<file path="src/pkg/cmd_decoder_consts.svh">
// Register offsets, field positions, reset values and codes of the decoder
`ifndef CMD_DECODER_CONSTS_SVH
`define CMD_DECODER_CONSTS_SVH
`define REG_CTRL 8'h00
`define REG_STATUS 8'h04
`define REG_BATCH 8'h08
`define REG_RESULT 8'h0c
`define REG_IDENT 8'h10
`define CTRL_START 0
`define CTRL_REF_DI 1
`define CTRL_POLICY 2
`define BATCH_SIZE_LSB 8
`define BATCH_OK_BIT 16
`define IDENT_LEN_LSB 8
`define RST_BATCH_SIZE 8'h01
`define RST_WO_LEN 4'h1
`define ABORT_LETTER 8'h41
`endif

</file>
<file path="src/pkg/cmd_decoder_pkg.sv">
// Types shared by the command decoder modules
package cmd_decoder_pkg;
	// One-bit command items from one source
	typedef struct packed {
		logic abort;
		logic abort_stat;
		logic xml_hold;
		logic batch_dec;
		logic batch_inc;
		logic id_bypass;
	} cmd_items_s;
	// Job progress
	typedef enum logic [1:0] {JOB_IDLE, JOB_RUN, JOB_DONE, JOB_ABORTED} job_state_e;
endpackage

</file>
<file path="src/design/input_command_decoder.sv">
// Command item decoder: fieldbus and digital input commands to job actions
`timescale 1ns/10ps
`default_nettype none
`include "cmd_decoder_consts.svh"
module input_command_decoder
	import cmd_decoder_pkg::*;
#(
	parameter int BATCH_W = 8,
	parameter int ID_W = 4,
	parameter int RES_W = 8
) (
	// Clock and reset
	input wire logic clk_sys,
	input wire logic rst_n,
	// Avalon-MM slave
	input wire logic [7:0] avs_address,
	input wire logic avs_read,
	input wire logic avs_write,
	input wire logic [31:0] avs_writedata,
	output logic [31:0] avs_readdata,
	output logic avs_waitrequest,
	// Command items from the fieldbus master and from digital inputs
	input wire cmd_items_s fb_cmd,
	input wire logic [7:0] fb_abort_char,
	input wire cmd_items_s di_cmd,
	// Tightening side events
	input wire logic [RES_W-1:0] result_set,
	input wire logic id_accept,
	// Actions and state
	output job_state_e job_state,
	output logic [BATCH_W-1:0] batch_count,
	output logic batch_ok,
	output logic xml_send_hold,
	output logic [RES_W-1:0] result_status,
	output logic [ID_W-1:0] id_expect
);
	// Pulses after edge detection
	logic [10:0] lvl;
	logic [10:0] rise;
	logic char_is_a;
	logic abort_p, abort_stat_p, inc_p, bypass_p, dec_fb_p, dec_di_p;
	logic dec_ok;
	logic batch_done;
	// Registers
	job_state_e job_q, job_d;
	logic ref_di_q, ref_di_d;
	logic policy_q, policy_d;
	logic [BATCH_W-1:0] size_q, size_d;
	logic ok_q, ok_d;
	logic xml_q, xml_d;
	logic [RES_W-1:0] res_q, res_d;
	logic [ID_W-1:0] idp_q, idp_d;
	logic [ID_W-1:0] wo_len_q, wo_len_d;
	logic ack_q, ack_d;
	logic [31:0] rdata_q, rdata_d;
	logic start;
	logic req, wr_take, rd_take;

	// Character form of abort is a level: true while it holds the letter
	assign char_is_a = (fb_abort_char == `ABORT_LETTER);
	assign lvl = {char_is_a, fb_cmd.abort, fb_cmd.abort_stat, fb_cmd.batch_dec,
		fb_cmd.batch_inc, fb_cmd.id_bypass, di_cmd.abort, di_cmd.abort_stat,
		di_cmd.batch_dec, di_cmd.batch_inc, di_cmd.id_bypass};

	// One action per rise of each item except xml_hold, never per held cycle
	rise_detect #(.W(11)) u_rise (
		.clk_sys(clk_sys),
		.rst_n(rst_n),
		.level(lvl),
		.rise(rise)
	);

	// Merge sources; a set condition raises, reset merely clears the level
	assign abort_p = rise[10] | rise[9] | rise[4];
	assign abort_stat_p = rise[8] | rise[3];
	assign dec_fb_p = rise[7];
	assign dec_di_p = rise[2];
	assign inc_p = rise[6] | rise[1];
	assign bypass_p = rise[5] | rise[0];

	// Decrement gating: only from the reference while running, none when done
	always_comb begin
		case (job_q)
			JOB_RUN: dec_ok = ref_di_q ? dec_di_p : dec_fb_p;
			JOB_DONE: dec_ok = 1'b0;
			default: dec_ok = dec_fb_p | dec_di_p;
		endcase
	end

	// Batch counter, cleared when a job starts
	batch_counter #(.W(BATCH_W)) u_batch (
		.clk_sys(clk_sys),
		.rst_n(rst_n),
		.clear(start),
		.inc(inc_p && job_q != JOB_DONE),
		.dec(dec_ok),
		.size(size_q),
		.count_q(batch_count),
		.done(batch_done)
	);

	// Bus handshake: one wait state, request held by the master
	assign req = avs_read | avs_write;
	assign avs_waitrequest = req & ~ack_q;
	assign wr_take = avs_write & ack_q;
	assign rd_take = avs_read & ~ack_q;
	assign start = wr_take && avs_address == `REG_CTRL &&
		avs_writedata[`CTRL_START];

	// Job state code for readback
	function automatic logic [1:0] job_code(input job_state_e s);
		case (s)
			JOB_IDLE: job_code = 2'h0;
			JOB_RUN: job_code = 2'h1;
			JOB_DONE: job_code = 2'h2;
			default: job_code = 2'h3;
		endcase
	endfunction

	// Next state of job, configuration, results and bus
	always_comb begin
		job_d = job_q;
		ref_di_d = ref_di_q;
		policy_d = policy_q;
		size_d = size_q;
		ok_d = ok_q;
		xml_d = fb_cmd.xml_hold | di_cmd.xml_hold;
		res_d = res_q;
		idp_d = idp_q;
		wo_len_d = wo_len_q;
		ack_d = req & ~ack_q;
		rdata_d = rdata_q;
		// Job progress and aborts
		if (start) begin
			job_d = JOB_RUN;
		end else if ((abort_p || abort_stat_p) && job_q == JOB_RUN) begin
			job_d = JOB_ABORTED;
		end else if (job_q == JOB_RUN && batch_done) begin
			job_d = JOB_DONE;
		end
		// Batch status after an increment follows the policy
		if (start) begin
			ok_d = 1'b0;
		end else if (inc_p && job_q != JOB_DONE) begin
			ok_d = policy_q;
		end
		// Result status: clear by command, new results win over the clear
		if (abort_stat_p) begin
			res_d = '0;
		end
		res_d = res_d | result_set;
		// Identifier position: accept or bypass moves to the next type
		if (bypass_p || id_accept) begin
			if (idp_q + ID_W'(1) >= wo_len_q) begin
				idp_d = '0;
			end else begin
				idp_d = idp_q + ID_W'(1);
			end
		end
		// Register writes
		if (wr_take) begin
			case (avs_address)
				`REG_CTRL: begin
					ref_di_d = avs_writedata[`CTRL_REF_DI];
					policy_d = avs_writedata[`CTRL_POLICY];
				end
				`REG_BATCH: size_d = avs_writedata[`BATCH_SIZE_LSB +: BATCH_W];
				`REG_IDENT: wo_len_d = avs_writedata[`IDENT_LEN_LSB +: ID_W];
				default: ;
			endcase
		end
		// Register reads, unmapped reads give zero
		if (rd_take) begin
			rdata_d = '0;
			case (avs_address)
				`REG_CTRL: begin
					rdata_d[`CTRL_REF_DI] = ref_di_q;
					rdata_d[`CTRL_POLICY] = policy_q;
				end
				`REG_STATUS: rdata_d = {29'h0, xml_q, job_code(job_q)};
				`REG_BATCH: begin
					rdata_d[BATCH_W-1:0] = batch_count;
					rdata_d[`BATCH_SIZE_LSB +: BATCH_W] = size_q;
					rdata_d[`BATCH_OK_BIT] = ok_q;
				end
				`REG_RESULT: rdata_d[RES_W-1:0] = res_q;
				`REG_IDENT: begin
					rdata_d[ID_W-1:0] = idp_q;
					rdata_d[`IDENT_LEN_LSB +: ID_W] = wo_len_q;
				end
				default: ;
			endcase
		end
	end

	// State registers
	always_ff @(posedge clk_sys or negedge rst_n) begin
		if (!rst_n) begin
			job_q <= JOB_IDLE;
			ref_di_q <= 1'b0;
			policy_q <= 1'b0;
			size_q <= `RST_BATCH_SIZE;
			ok_q <= 1'b0;
			xml_q <= 1'b0;
			res_q <= '0;
			idp_q <= '0;
			wo_len_q <= `RST_WO_LEN;
			ack_q <= 1'b0;
			rdata_q <= '0;
		end else begin
			job_q <= job_d;
			ref_di_q <= ref_di_d;
			policy_q <= policy_d;
			size_q <= size_d;
			ok_q <= ok_d;
			xml_q <= xml_d;
			res_q <= res_d;
			idp_q <= idp_d;
			wo_len_q <= wo_len_d;
			ack_q <= ack_d;
			rdata_q <= rdata_d;
		end
	end

	// Outputs from registers
	assign job_state = job_q;
	assign batch_ok = ok_q;
	assign xml_send_hold = xml_q;
	assign result_status = res_q;
	assign id_expect = idp_q;
	assign avs_readdata = rdata_q;
endmodule
`default_nettype wire

</file>
<file path="src/design/rise_detect.sv">
// Rising edge detector for a vector of command levels
`timescale 1ns/10ps
`default_nettype none
module rise_detect #(
	parameter int W = 4
) (
	// Clock and reset
	input wire logic clk_sys,
	input wire logic rst_n,
	// Levels in, one-cycle pulses out
	input wire logic [W-1:0] level,
	output logic [W-1:0] rise
);
	logic [W-1:0] prev_q;
	logic [W-1:0] prev_d;

	// Pulse only where the level was low one cycle ago
	genvar i;
	generate
		for (i = 0; i < W; i++) begin : g_bit
			assign rise[i] = level[i] & ~prev_q[i];
		end
	endgenerate

	// Next history
	always_comb begin
		prev_d = level;
	end

	// History register
	always_ff @(posedge clk_sys or negedge rst_n) begin
		if (!rst_n) begin
			prev_q <= '0;
		end else begin
			prev_q <= prev_d;
		end
	end
endmodule
`default_nettype wire

</file>
<file path="src/design/batch_counter.sv">
// Batch counter with one-step increment and decrement
`timescale 1ns/10ps
`default_nettype none
module batch_counter #(
	parameter int W = 8
) (
	// Clock and reset
	input wire logic clk_sys,
	input wire logic rst_n,
	// Control
	input wire logic clear,
	input wire logic inc,
	input wire logic dec,
	input wire logic [W-1:0] size,
	// State
	output logic [W-1:0] count_q,
	output logic done
);
	logic [W-1:0] count_d;

	// Step by one, saturating at both ends; both together cancel
	always_comb begin
		count_d = count_q;
		if (clear) begin
			count_d = '0;
		end else if (inc && !dec && count_q != {W{1'b1}}) begin
			count_d = count_q + W'(1);
		end else if (dec && !inc && count_q != '0) begin
			count_d = count_q - W'(1);
		end
	end

	assign done = (size != '0) && (count_q >= size);

	// Counter register
	always_ff @(posedge clk_sys or negedge rst_n) begin
		if (!rst_n) begin
			count_q <= '0;
		end else begin
			count_q <= count_d;
		end
	end
endmodule
`default_nettype wire

</file>
<file path="config.mk">
export PLATFORM = sky130hd
export DESIGN_NAME = input_command_decoder
export DESIGN_NICKNAME = d
export VERILOG_FILES = /design/src/pkg/cmd_decoder_pkg.sv /design/src/design/input_command_decoder.sv /design/src/design/rise_detect.sv /design/src/design/batch_counter.sv
export VERILOG_INCLUDE_DIRS = /design/src /design/src/pkg
export SDC_FILE = /design/constraint.sdc
export NUM_CORES = 1
export LEC_CHECK = 0
export ABC_AREA = 1
export BUFFER_PORTS_ARGS = -buffer_cell sky130_fd_sc_hd__buf_2
export CORE_MARGIN = 5
export CORE_UTILIZATION = 40
export CTS_CLUSTER_DIAMETER = 200
export DETAILED_ROUTE_END_ITERATION = 12
export PLACE_DENSITY = 0.66
export SKIP_CTS_REPAIR_TIMING = 1
export SLEW_MARGIN = 20
export SYNTH_ARGS = -nofsm -noshare
export SYNTH_HDL_FRONTEND = slang
export SYNTH_HIERARCHICAL = 1
export SYNTH_SLANG_ARGS = --single-unit
</file>
<file path="constraint.sdc">
create_clock -name clk_sys -period 7.4 [get_ports clk_sys]
set_clock_uncertainty 0.05 [all_clocks]
set_input_delay 0.37 -clock clk_sys [delete_from_list [all_inputs] [get_ports clk_sys]]
set_output_delay 0.37 -clock clk_sys [all_outputs]
set_load 0.01 [all_outputs]
</file>
---- After elaboration in Yosys (flattened, before gate mapping) ----
Index checks and enable logic that the tools add are counted.
storage, ports and cells
  RAM bits ................................ 0
  output and inout port bits .............. 57
  register bits ........................... 67
  bits in read-only memories .............. 0
  latch bits .............................. 0
  word-level logic and storage cells ...... 105
  memories ................................ 0
cells by class
  add/sub/neg operators ................... 3
  shifts and indexed selects .............. 0
  divide/modulo/power cells ............... 0
  multiplexer cells ....................... 19
  $mul .................................... 0
  equality and inequality tests ........... 9
  reductions and logical operators ........ 24
  magnitude comparators ................... 2
  bitwise operators ....................... 35
operators by type and width
  kind                                              count
  2-to-1 mux 8 bit                                  4
  == test 8 x 4 -> 1 bit, second input constant     2
  one-hot mux 4 bit (2 select lines)                2
  nonzero test 8 bit                                2
  bitwise AND 1 bit                                 14
  NOT 1 bit                                         12
  logical AND 1 bit                                 10
  one-hot mux 2 bit (5 select lines)                1
  adder 8 x 1 -> 8 bit, second input constant       1
  == test 8 x 3 -> 1 bit, second input constant     1
  == test 8 x 5 -> 1 bit, second input constant     1
  == test 8 x 7 -> 1 bit, second input constant     1
  greater-or-equal comparator 8 bit                 1
  logical NOT 8 bit                                 1
  != test 8 bit, second input constant              1
  bitwise OR 1 bit                                  8
  bitwise OR 8 bit                                  1
  subtractor 8 x 1 -> 8 bit, second input constant  1
  2-to-1 mux 2 bit                                  3
  one-hot mux 2 bit (3 select lines)                1
  AND reduction 2 bit                               3
  nonzero test 3 bit                                2
  2-to-1 mux 5 bit                                  1
  adder 4 x 1 -> 4 bit, second input constant       1
  other kinds (13)                                  17

---- Logic depth before layout (Yosys ltp) ----
  depth in word-level cells ............... 10
  depth in mapped cells ................... 17
  gate-level depth less buffers ........... 17

---- Cells and area by module ----
Netlist, hierarchy kept.
modules (own cells, without submodules)
  module                 cells each  area an instance (sq um)  times used  sequential area each (sq um)
  input_command_decoder  303         2508.7                    1           1203.7
  batch_counter          145         975.9                     1           200.2
  rise_detect            33          385.4                     1           275.3

---- Worst setup path after synthesis ----
Ideal clock, no wire load.
  path type ............................... flip-flop to flip-flop
  start point ............................. register job_q[0] (netlist: job_state[0])
  end point ............................... register u_batch.count_q[6]
  setup time .............................. 0.117 ns
  stages on the path, launching flop included .. 15
  setup slack ............................. 4.951 ns
  period minus slack after synthesis ...... 2.449 ns
  required time ........................... 7.233 ns
  arrival ................................. 2.282 ns
  buffers on the path ..................... 0
  path through ............................ dfrtp_1 > inv_1 > ha_1 > a21oi_1 > o21ai_0 > nor2_4 > nand2_4 > inv_1 > fa_1 > inv_1 > nand4_1 > nand3_1 > nand2_1 > nand3_1 > nand2_1
on the way
  cells in the longest elaborated chain, start to end .. 7
  elaborated cells between the ends (all ways) .. 14
  classes of those cells .................. eq/ne (3); mux (3); reduce/logical (8)
RTL lines
  element                                                  line                          text
  start: declaration                                       input_command_decoder.sv:45   job_state_e job_q, job_d;
  start signal: assignment                                 input_command_decoder.sv:211  job_q <= job_d;
  == test 2 bit or == test 2 x 1 -> 1 bit (tied branches)  input_command_decoder.sv:83   case (job_q)
  one-hot mux 1 bit (2 select lines) *                     input_command_decoder.sv:83
  named net dec_ok                                         input_command_decoder.sv:42   logic dec_ok;
  logical NOT 1 bit                                        batch_counter.sv:26           end else if (inc && !dec && count_q != {W{1'b1}}) begin
  logical AND 1 bit (2 in a row)                           batch_counter.sv:26
  2-to-1 mux 8 bit                                         batch_counter.sv:26
  2-to-1 mux 8 bit                                         batch_counter.sv:24           if (clear) begin
  end signal: assignment                                   batch_counter.sv:40           count_q <= count_d;
  end: declaration                                         batch_counter.sv:16           output logic [W-1:0] count_q,
Mark *: on every way through the listed nets, which the timed path passes. The rest lies on a longest branch.
A chain may end at the register's enable or synchronous reset.

---- Final worst setup path ----
  start point ............................. register job_q[1] (netlist: job_state[1])
  end point ............................... register u_batch.count_q[7]
Same word-level chain as after synthesis.

==> summary.txt <==
Final wirelength: 9.55 mm
Die X: 108 um
Site row count: 36
Top cell type's share of synthesized area: 42.0%
Fin crit share: 36.0%
Endpoints failing setup: 0
Hold_sp: di_cmd[5]
Global-route wire length before repair: 15.6 mm
Max Slew Vio Count: 0
Placement-stage cell area: 4420 um2
FMAX: 376 MHz
CTS tree: done
Distinct cells, synth: 36
Synthesized instance count: 481
Port bufs: 93
Die H: 108 um
Most used cell, CP: nand2_1
MaxCap Viol Count: 0
Worst hold path type: input port to register
Die ar.: 11700 um2
Startpoint Class: register
P per Cell Area: 272 nW/um2
Worst-path clk slew: 0.08 ns
Largest delay contributor family on the critical path: simple AND/OR/NAND/NOR gates
Total global-route track usage: 16.8%
RSZ-0062 raised after global routing: false
Layout cell share with drive strength beyond 1: 23.6%
Worst Path Buf+Inv: 3
CORE AREA: 9590 um2
Worst EP required: 7.58 ns
Seq cells post-synth: 67
Root buf cell: clkbuf_8
Num Clock Sinks: 67
GP Congestion: 0.843
Setup_tns: 0 ns
Antenna fix cells: 0
Worst Setup Slack, final: 4.74 ns
Initial antenna violation count: 0
DRC: 0
Average vias per placed instance: 4.72
Largest cells by area after synthesis: dfrtp_1 (42%), nand2_1 (10%), ha_1 (7.1%)
Crit end category: register
Cell Area, Synth: 3870 um2
Crit Path Category: register to register
Worst path cell trace: inv_1, ha_1, inv_1, nor2_1, o21ai_0, o21ai_0, nor2_4, nand2_4, ha_1, nand2_1, nand2_1, a21oi_1, nand2_1, inv_1, nand2_1, nand3_1, nand2_1
Sequential cell area fraction in the yosys report: 43.4%
CP max FO: 10
Antenna-violating nets left: 0
Worst path slowest cell: dfrtp_1
VDD IR max: 0.105 mV
Clock Path Buffers: 2
Leak: 2.47 nW
Fin nets: 675
Reg2reg path depth: 17
Vias in the first global route: 3306
R2R setup slack: 4.74 ns
Period minus WS final: 2.66 ns
Routed WL per cell: 13.3 um
Worst Path Arrival: 2.84 ns
Most frequent cells in the layout: nand2_1 (105), buf_2 (93), inv_1 (72), dfrtp_1 (65), nand3_1 (51)
Pre-CTS WS: 4.78 ns
Hold Path End: u_rise/prev_q[4]
Cell taking the most area after synthesis: dfrtp_1
Largest net degree at the start of global routing: 68
GR Overflow Total: 0
HPWL after detailed placement: 7.31 mm
Worst reg2reg path startpoint: job_state[1]
Vias: 3387
Worst path max stage delay: 0.40 ns
P&R area growth vs syn: 18.7%
CTS Buf Count: 9
Synth warnings: 6
Hold Path Depth: 1
H-tree depth: 3
Reg-to-reg critical path endpoint: u_batch/count_q[7]
Initial cell density of the core: 40.3%
Drt pass-1 iters: 4
DR iter-0 viols: 149
Status: complete, no violations
Fin. Hold Viols: 0
Slew @ Worst Pin: 0.855 ns
Commonest non-fill, non-tap cell in the layout: nand2_1
Overall power: 1.25 mW
Worst-Skew Late Latency: 0.34 ns
Final Cell Area: 4590 um2
Num ports: 130
Syn avg cell area: 8.05 um2
Max_slew headroom: 43.0%
## layout make-up
class | instances | area, um2
fill | 1002 | 5000
clock buffer | 12 | 145
sequential | 67 | 1680
clock inverter | 4 | 27.5
tap | 133 | 166
multi-input combinational | 333 | 1820
inverter | 73 | 275
timing repair buffer | 95 | 480
## power breakdown
group          switching (mW)  internal [mW]
registers              0.0887          0.420
logic                   0.272          0.190
clock network           0.145          0.131
total                   0.506          0.741
## per-stage QoR
stage,util (%),instances,hold slack (ns)
floorplan,-,495,0.0244
global placement,46.1,701,0.414
detailed placement,46.1,701,0.423
CTS,47.9,717,0.0793
global route,47.9,717,0.0854
finish,47.9,717,0.0904
## worst reg2reg max path, stage by stage (launching register included)
cell and delay (ns):
dfrtp_1 0.40, inv_1 0.08, ha_1 0.23, inv_1 0.09, nor2_1 0.04, o21ai_0 0.13
o21ai_0 0.18, nor2_4 0.18, nand2_4 0.13, ha_1 0.39, nand2_1 0.13, nand2_1 0.06
a21oi_1 0.13, nand2_1 0.11, inv_1 0.06, nand2_1 0.05, nand3_1 0.07, nand2_1 0.05
## per-layer routing
metal | routed length, um | share of wire, % | track usage (%) | up-vias
li1 | - | - | - | 1711
met2 | 4580 | 48 | 28.0 | 96
met1 | 4210 | 44 | 21.9 | 1570
met3 | 631 | 6.6 | 4.06 | 10
met5 | 0 | 0 | 0 | -
met4 | 125 | 1.3 | 4.78 | 0
## kinds of logic (layout without fill, tap and decap cells)
family,after synthesis,after routing,synth area share [%]
simple gates,230,230,27.2
other cells,1,15,0.0969
fa+ha+maj,23,23,7.63
xor+xnor,5,5,1.13
compound gates,60,60,9.57
buf+inv,95,184,11.0
flops,67,67,43.4
## how the worst max path moves through the flow
stage | startpoint | endpoint | slack, ns | cells after the start
2_1_floorplan | job_state[0] | u_batch/count_q[6] | 4.95 | 14
6_report | job_state[1] | u_batch/count_q[7] | 4.74 | 17
3_3_place_gp | job_state[0] | u_batch/count_q[6] | 4.85 | 14
5_1_grt | job_state[1] | u_batch/count_q[7] | 4.47 | 17
3_5_place_dp | job_state[1] | u_batch/count_q[7] | 4.78 | 17
4_1_cts | job_state[1] | u_batch/count_q[7] | 4.75 | 17
## state kept, by name (all words and copies together) (netlist names)
signal,count
ack_q,1
avs_readdata,17
batch_ok,1
id_expect,4
job_state,2
policy_q,1
ref_di_q,1
result_status,8
size_q,8
u_batch/count_q,8
u_rise/prev_q,11
wo_len_q,4
xml_send_hold,1
## cells in the mapped netlist, drive strengths merged
library cell / instances
ha: 22
nand2: 108
o21bai: 2
nand3b: 1
xnor2: 2
nand3: 52
fa: 1
buf: 21
dfrtp: 65
dfstp: 2
conb: 1
a31oi: 9
o21ai: 26
nor2: 55
or2: 2
a21o: 8
clkbuf: 1
nor3: 1
nor4: 4
inv: 72
o22ai: 1
a21oi: 10
xor2: 3
o31ai: 4
nand4: 7
clkinv: 1
Power figures use the tool's default switching activity.
